<file path="src/design/dram_ctrl_pkg.sv">
// package: timing constants and commands for the 4k x 1 dynamic memory controller
package dram_ctrl_pkg;

  // ****************************************
  // geometry
  // ****************************************
  localparam int ADDR_W    = 12;   // 4096 words
  localparam int ROW_W     = 6;    // refresh rows on the low address bits
  localparam int ROW_COUNT = 64;

  // ****************************************
  // timing in ns and in 10 ns cycles
  // ****************************************
  localparam int CLK_NS              = 10;
  localparam int REFRESH_PERIOD_NS   = 2000000;  // whole refresh interval
  localparam int CYCLE_NS            = 400;
  localparam int RMW_CYCLE_NS        = 520;
  localparam int STROBE_ON_NS        = 230;
  localparam int STROBE_ON_RMW_NS    = 350;
  localparam int STROBE_OFF_NS       = 130;
  localparam int ACCESS_NS           = 200;
  localparam int STROBE_TO_OUT_NS    = 180;
  localparam int WRITE_TO_OFF_NS     = 150;
  localparam int DATA_SETUP_NS       = 150;
  localparam int ADDRESS_SETUP_NS    = 0;
  localparam int ADDRESS_HOLD_NS     = 50;

  // least times round up, at least one cycle
  function automatic int ceil_cyc(input int ns);
    int c;
    c = (ns + CLK_NS - 1) / CLK_NS;
    return (c < 1) ? 1 : c;
  endfunction

  localparam int CYCLE_CYC        = ceil_cyc(CYCLE_NS);
  localparam int RMW_CYCLE_CYC    = ceil_cyc(RMW_CYCLE_NS);
  localparam int STROBE_ON_CYC    = ceil_cyc(STROBE_ON_NS);
  localparam int STROBE_RMW_CYC   = ceil_cyc(STROBE_ON_RMW_NS);
  localparam int STROBE_OFF_CYC   = ceil_cyc(STROBE_OFF_NS);
  localparam int SETUP_CYC        = ceil_cyc(ADDRESS_SETUP_NS);
  localparam int HOLD_CYC         = ceil_cyc(ADDRESS_HOLD_NS);
  localparam int SAMPLE_CYC       = ceil_cyc(ACCESS_NS);
  localparam int WRITE_OFF_CYC    = ceil_cyc(WRITE_TO_OFF_NS);
  // refresh: 64 rows spread over the interval, with one read-modify-write cycle of margin
  localparam int REFRESH_GAP_CYC  =
    REFRESH_PERIOD_NS / CLK_NS / ROW_COUNT - RMW_CYCLE_CYC;

  // ****************************************
  // commands
  // ****************************************
  typedef enum logic [1:0] {
    CMD_READ  = 2'h0,
    CMD_WRITE = 2'h1,
    CMD_RMW   = 2'h2
  } cmd_type;

  localparam int CNT_W = 16;

endpackage

</file>
<file path="src/design/dram_ctrl.sv">
// module: host-side controller that runs cycles and refresh on a 4k x 1 dram
// Summary of operation
// - the controller refreshes every stored row at least once each 2 ms.
// - refresh is a read cycle at each of the 64 rows on the six low bits.
// - a refresh cycle works with chip select at either level.
// - during refresh the address stays stable from set-up through hold.
// - every read, write or refresh cycle lasts at least 400 ns.
// - a read-modify-write cycle lasts at least 520 ns.
// - in read-modify-write the write strobe waits until data out is valid.
module dram_ctrl #(
  parameter int REFRESH_GAP = dram_ctrl_pkg::REFRESH_GAP_CYC
) (
  input  wire logic                             clk,
  input  wire logic                             sys_rst,
  // user request side
  input  wire logic                             reqValid,
  input  wire dram_ctrl_pkg::cmd_type           reqCmd,
  input  wire logic [dram_ctrl_pkg::ADDR_W-1:0] reqAddr,
  input  wire logic                             reqData,
  output logic                                  reqReady,
  output logic                                  rspValid,
  output logic                                  rspData,
  // memory pins
  output logic [dram_ctrl_pkg::ADDR_W-1:0]      cellAddress,
  output logic                                  chipEnable,
  output logic                                  chipSelectN,
  output logic                                  writeEnableN,
  output logic                                  dataIn,
  input  wire logic                             dataOut
);

  // ****************************************
  // state
  // ****************************************
  typedef enum logic [2:0] {
    IDLE,
    SETUP,
    STROBE,
    RECOVER
  } phase_type;

  typedef struct packed {
    phase_type                          phase;
    logic [dram_ctrl_pkg::CNT_W-1:0]    count;
    logic [dram_ctrl_pkg::CNT_W-1:0]    total;
    dram_ctrl_pkg::cmd_type             cmd;
    logic                               isRefresh;
    logic                               refreshDue;
    logic [dram_ctrl_pkg::ROW_W-1:0]    row;
    logic [dram_ctrl_pkg::ADDR_W-1:0]   addr;
    logic                               wdata;
    logic                               rdata;
    logic                               ce;
    logic                               csN;
    logic                               weN;
    logic                               din;
    logic                               ready;
    logic                               rspValid;
  } state_type;

  state_type s_q;
  state_type s_d;
  logic      refreshTick;

  localparam logic [dram_ctrl_pkg::CNT_W-1:0] SETUP_C =
    dram_ctrl_pkg::CNT_W'(dram_ctrl_pkg::SETUP_CYC);
  localparam logic [dram_ctrl_pkg::CNT_W-1:0] ON_C =
    dram_ctrl_pkg::CNT_W'(dram_ctrl_pkg::STROBE_ON_CYC);
  localparam logic [dram_ctrl_pkg::CNT_W-1:0] ON_RMW_C =
    dram_ctrl_pkg::CNT_W'(dram_ctrl_pkg::STROBE_RMW_CYC);
  localparam logic [dram_ctrl_pkg::CNT_W-1:0] OFF_C =
    dram_ctrl_pkg::CNT_W'(dram_ctrl_pkg::STROBE_OFF_CYC);
  localparam logic [dram_ctrl_pkg::CNT_W-1:0] HOLD_C =
    dram_ctrl_pkg::CNT_W'(dram_ctrl_pkg::HOLD_CYC);
  localparam logic [dram_ctrl_pkg::CNT_W-1:0] SAMPLE_C =
    dram_ctrl_pkg::CNT_W'(dram_ctrl_pkg::SAMPLE_CYC);
  localparam logic [dram_ctrl_pkg::CNT_W-1:0] WOFF_C =
    dram_ctrl_pkg::CNT_W'(dram_ctrl_pkg::WRITE_OFF_CYC);
  localparam logic [dram_ctrl_pkg::CNT_W-1:0] CYC_C =
    dram_ctrl_pkg::CNT_W'(dram_ctrl_pkg::CYCLE_CYC);
  localparam logic [dram_ctrl_pkg::CNT_W-1:0] RMW_C =
    dram_ctrl_pkg::CNT_W'(dram_ctrl_pkg::RMW_CYCLE_CYC);

  // ****************************************
  // refresh pacing
  // ****************************************
  // one tick per row slot so 64 rows fit inside the interval
  interval_timer #(
    .WIDTH  (dram_ctrl_pkg::CNT_W),
    .PERIOD (REFRESH_GAP)
  ) u_refresh_timer (
    .clk     (clk),
    .sys_rst (sys_rst),
    .restart (1'b0),
    .tick    (refreshTick)
  );

  // ****************************************
  // cycle sequencer
  // ****************************************
  // each cycle: address set-up, strobe on, strobe off recovery
  always_comb begin
    s_d = s_q;
    s_d.rspValid = 1'b0;
    s_d.count = s_q.count + dram_ctrl_pkg::CNT_W'(1);
    s_d.total = s_q.total + dram_ctrl_pkg::CNT_W'(1);
    if (refreshTick) begin
      s_d.refreshDue = 1'b1;
    end
    case (s_q.phase)
      IDLE: begin
        s_d.count = '0;
        s_d.total = '0;
        if (reqValid && s_q.ready) begin
          // ready high is a promise: a request seen with it is taken
          s_d.isRefresh = 1'b0;
          s_d.cmd       = reqCmd;
          s_d.addr      = reqAddr;
          s_d.wdata     = reqData;
          s_d.csN       = 1'b0;
          s_d.ready     = 1'b0;
          s_d.phase     = SETUP;
        end else if (s_q.refreshDue || refreshTick) begin
          // a pending refresh has already dropped ready, so no starvation
          s_d.isRefresh  = 1'b1;
          s_d.refreshDue = 1'b0;
          s_d.cmd        = dram_ctrl_pkg::CMD_READ;
          s_d.addr       = {{(dram_ctrl_pkg::ADDR_W -
                            dram_ctrl_pkg::ROW_W){1'b0}}, s_q.row};
          s_d.row        = s_q.row + dram_ctrl_pkg::ROW_W'(1);
          s_d.csN        = 1'b1;
          s_d.ready      = 1'b0;
          s_d.phase      = SETUP;
        end else begin
          s_d.ready = 1'b1;
        end
      end
      SETUP: begin
        // address is stable before the strobe rises
        if (s_q.count + dram_ctrl_pkg::CNT_W'(1) >= SETUP_C) begin
          s_d.ce    = 1'b1;
          s_d.count = '0;
          s_d.phase = STROBE;
          if (s_q.cmd == dram_ctrl_pkg::CMD_WRITE) begin
            s_d.din = s_q.wdata;
            s_d.weN = 1'b0;
          end
        end
      end
      STROBE: begin
        // sample read data once access time from address has passed
        if (s_q.cmd != dram_ctrl_pkg::CMD_WRITE &&
            s_q.total == SAMPLE_C) begin
          s_d.rdata = ~dataOut;
        end
        // rmw: write strobe only after output delay elapsed
        if (s_q.cmd == dram_ctrl_pkg::CMD_RMW &&
            s_q.total == SAMPLE_C) begin
          s_d.din = s_q.wdata;
          s_d.weN = 1'b0;
        end
        if ((s_q.cmd == dram_ctrl_pkg::CMD_RMW) ?
            (s_q.count + dram_ctrl_pkg::CNT_W'(1) >= ON_RMW_C &&
             s_q.count + dram_ctrl_pkg::CNT_W'(1) >= WOFF_C +
             SAMPLE_C - SETUP_C) :
            (s_q.count + dram_ctrl_pkg::CNT_W'(1) >= ON_C)) begin
          s_d.ce    = 1'b0;
          s_d.count = '0;
          s_d.phase = RECOVER;
          s_d.rspValid = ~s_q.isRefresh;
        end
      end
      RECOVER: begin
        // keep address and select through the hold period
        if (s_q.count + dram_ctrl_pkg::CNT_W'(1) >= HOLD_C) begin
          s_d.weN = 1'b1;
        end
        // strobe-off time and full cycle length both satisfied
        if (s_q.count + dram_ctrl_pkg::CNT_W'(1) >= OFF_C &&
            s_q.count >= HOLD_C &&
            s_q.total + dram_ctrl_pkg::CNT_W'(1) >=
            ((s_q.cmd == dram_ctrl_pkg::CMD_RMW) ? RMW_C : CYC_C)) begin
          s_d.csN   = 1'b1;
          s_d.ready = ~s_d.refreshDue;  // pending refresh runs next
          s_d.phase = IDLE;
        end
      end
      default: begin
        s_d.phase = IDLE;
      end
    endcase
  end

  // register the state
  always_ff @(posedge clk or posedge sys_rst) begin
    if (sys_rst) begin
      s_q       <= '0;
      s_q.phase <= IDLE;
      s_q.csN   <= 1'b1;
      s_q.weN   <= 1'b1;
      s_q.ready <= 1'b1;
    end else begin
      s_q <= s_d;
    end
  end

  // ****************************************
  // outputs, all from flip-flops
  // ****************************************
  assign reqReady     = s_q.ready;
  assign rspValid     = s_q.rspValid;
  assign rspData      = s_q.rdata;
  assign cellAddress  = s_q.addr;
  assign chipEnable   = s_q.ce;
  assign chipSelectN  = s_q.csN;
  assign writeEnableN = s_q.weN;
  assign dataIn       = s_q.din;

endmodule

</file>
<file path="src/design/interval_timer.sv">
// module: down counter that pulses once every load value plus one cycles
module interval_timer #(
  parameter int          WIDTH  = 16,
  parameter int unsigned PERIOD = 100
) (
  input  wire logic clk,
  input  wire logic sys_rst,
  input  wire logic restart,
  output logic      tick
);

  typedef struct packed {
    logic [WIDTH-1:0] count;
    logic             tick;
  } state_type;

  state_type s_q;
  state_type s_d;

  // count down, pulse at zero and reload
  always_comb begin
    s_d = s_q;
    s_d.tick = 1'b0;
    if (restart || s_q.count == '0) begin
      s_d.count = WIDTH'(PERIOD);
      s_d.tick  = ~restart;
    end else begin
      s_d.count = s_q.count - WIDTH'(1);
    end
  end

  // register the state
  always_ff @(posedge clk or posedge sys_rst) begin
    if (sys_rst) begin
      s_q <= '0;
    end else begin
      s_q <= s_d;
    end
  end

  assign tick = s_q.tick;

endmodule

</file>
<file path="config.mk">
export PLATFORM = sky130hd
export DESIGN_NAME = dram_ctrl
export DESIGN_NICKNAME = d
export VERILOG_FILES = /design/src/design/dram_ctrl_pkg.sv /design/src/design/dram_ctrl.sv /design/src/design/interval_timer.sv
export SDC_FILE = /design/constraint.sdc
export NUM_CORES = 1
export LEC_CHECK = 0
export ABC_AREA = 1
export BUFFER_PORTS_ARGS = -buffer_cell sky130_fd_sc_hd__buf_2
export CORE_MARGIN = 2
export CORE_UTILIZATION = 60
export CTS_CLUSTER_DIAMETER = 120
export CTS_CLUSTER_SIZE = 10
export DETAILED_ROUTE_END_ITERATION = 10
export PLACE_DENSITY = 0.77
export RECOVER_POWER = 100
export REMOVE_ABC_BUFFERS = 1
export SYNTH_ARGS = -nofsm -noshare
export SYNTH_HDL_FRONTEND = slang
export SYNTH_SLANG_ARGS = --single-unit
export TNS_END_PERCENT = 50
</file>
<file path="constraint.sdc">
create_clock -name clk -period 8.1 [get_ports clk]
set_input_delay 1.62 -clock clk [delete_from_list [all_inputs] [get_ports clk]]
set_output_delay 1.62 -clock clk [all_outputs]
set_load 0.01 [all_outputs]
</file>
==> impl_metrics.json <==
{
  "outcome": "complete, no violations",
  "synth_top_area_share": 0.415,
  "synth-xor-area-share": 0.0372,
  "avgSynthCellArea_um2": 7.38,
  "num_antenna_cells": 0,
  "hold_buffers": 0,
  "core_um2": 7650,
  "worstMarginPinSlew_ns": 1.04,
  "cts_tree": "yes",
  "p_per_area_nw_per_um2": 245,
  "max_freq_mhz": 310,
  "yosys.area.top_type": "dfrtp_1",
  "worst-path-max-fanout": 17,
  "cp_data_required_time_ns": 8.39,
  "syn2layout_area_growth_pct": 8.40,
  "die_w_um": 92.6,
  "cts_max_path_buffers": 2,
  "path_class": "primary input to flop",
  "routedWlPerCell_um": 12.6,
  "drc": 0,
  "synthTopCellsByArea": "dfrtp_1 (41%), nand2_1 (13%), nor2_1 (8.1%)",
  "cts_made_buffers": 9,
  "ir_drop_v": 0.000166,
  "vias": 4052,
  "syn_area_um2": 4710,
  "grt_max_degree": 72,
  "slew_viol_final": 0,
  "rows": 32,
  "synth-compound-area-share": 0.0516,
  "final_common_cell": "nand2_1",
  "rsz0062_at_grt": "no",
  "finalCritPeriodShare": 0.398,
  "synthAdderAreaFrac": 0.0531,
  "ant_nets": 0,
  "ys_ff_latch": 81,
  "gp_congestion": 0.920,
  "clock-root-buffer": "clkbuf_8",
  "grt-ovfl-total": 0,
  "relSlewSlack": 0.310,
  "clock_latency_ns": 0.36,
  "grt_pass1_wl_um": 17200,
  "arrival_ns": 3.51,
  "viasPerCell": 5.23,
  "antenna_found_initial": 0,
  "synth_seq_area_share": 0.431,
  "start_util": 0.616,
  "postCtsSetupBuffers": 0,
  "dieArea_um2": 8570,
  "yosysWarnings": 0,
  "synthSimpleGateAreaFrac": 0.330,
  "setup_viol": 0,
  "numPortBuffers": 37,
  "clock_skew_ns": 0.0155,
  "hpwl_um": 7140,
  "nets": 708,
  "ctsResizeCount": 0,
  "hold_viol": 0,
  "final_cell_mix": "nand2_1 (162), nor2_1 (109), inv_1 (89), dfrtp_1 (78), nand3_1 (40)",
  "fin_crit_ns": 3.23,
  "cts_htree_levels": 3,
  "final_layout_size_suffix_gt1_frac": 0.0654,
  "grt_pass1_vias": 3951,
  "p_leak_nw": 2.48,
  "min_path_type": "flop to flop",
  "clk_pin_slew_ns": 0.09,
  "dr.pass1.iters": 5,
  "cts.sinks": 81,
  "ioPinCount": 38,
  "wl_um": 9780,
  "dieHeight_um": 92.6,
  "synth.distinct_cells": 29,
  "synthCells": 638,
  "utilization": 0.667,
  "crit_path_end_kind": "flop",
  "critPathLaunchType": "primary input",
  "drtIter0Drc": 202,
  "synth_top_family_by_area": "simple AND/OR/NAND/NOR gates",
  "drv_cap": 0,
  "grt_usage": 0.249,
  "synth.area.mux_share": 0,
  "finalSetupTns_ns": 0
}
[kinds of logic after synthesis]
group                    after synthesis
adder cells (fa/ha/maj)               20
flip-flops                            81
XOR/XNOR                              20
buffers and inverters                110
AND/OR/NAND/NOR                      360
AO/OA/AOI/OAI                         47
[flip-flops by register name (all words and copies together) (netlist names)]
signal and count:
writeEnableN 1, s_q 45, cellAddress 12, rspData 1
reqReady 1, chipSelectN 1, u_refresh_timer.tick 1, u_refresh_timer.s_q 16
chipEnable 1, dataIn 1, rspValid 1
[report_power, final]
part	internal, mW	leakage [nW]	total, mW	switching (mW)
logic	0.120	1.34	0.359	0.239
clock network	0.205	0.116	0.354	0.149
registers	0.482	1.03	0.538	0.0562
[synthesized netlist by cell type (all sizes together)]
cell and number:
a21oi 17, a31oi 6, dfstp 3, or2 2, and3 1, and2 1, nor4 5, dfrtp 78
nand3 42, buf 14, nor3b 1, xnor2 7, nand3b 2, nor3 11, o21ai 24, nand2 162
ha 20, inv 90, xor2 13, nor2 111, nand4 22, clkbuf 6
[per-stage QoR]
stage                     power [mW]  hold slack [ns]  std cells  setup slack, ns  area, µm²
after floorplan                0.793            0.403        618             4.40       4590
after global placement         0.904            0.424        760             4.89       4920
after detailed placement       0.921            0.427        760             4.81       4920
after CTS                       1.28            0.439        775             5.14       5160
after global routing            1.34            0.466        775             4.63       5100
final                           1.25            0.434        775             4.87       5100
[worst max-delay path, stage by stage]
cell and delay, ns:
buf_2 0.09, nand2_1 0.12, inv_1 0.26, nor2_1 0.42, inv_1 0.08, nor2_1 0.33
nand4_1 0.20, nor3_1 0.21, xor2_1 0.16
[metal layers]
metal / share of wire / track usage
met2: 0.48 / 0.419
met1: 0.46 / 0.323
met5: 0 / 0
met4: 0.023 / 0.0833
met3: 0.037 / 0.0472
[cell type report]
cell class | count | area (µm²)
clock buffer | 9 | 124
clock inverter | 6 | 115
fill | 662 | 2540
inverter | 90 | 339
multi-input combinational | 447 | 2190
sequential | 81 | 2030
tap | 102 | 128
timing repair buffer | 40 | 178
[final timing paths]
| path | start | endpoint | slack, ns | cells past startpoint |
|---|---|---|---|---|
| worst max-delay path | reqValid | s_q[25] | 4.87 | 9 |
| worst min-delay path | u_refresh_timer.s_q[1] | u_refresh_timer.s_q[1] | 0.43 | 1 |
| worst max register to register | s_q[63] | cellAddress[3] | 5.17 | 7 |
| worst min register to register | u_refresh_timer.s_q[1] | u_refresh_timer.s_q[1] | 0.43 | 1 |
| max in group asynchronous | sys_rst | s_q[52] | 5.63 | 3 |
| min in group asynchronous | sys_rst | rspData | 1.24 | 2 |
Power figures use the tool's default switching activity.
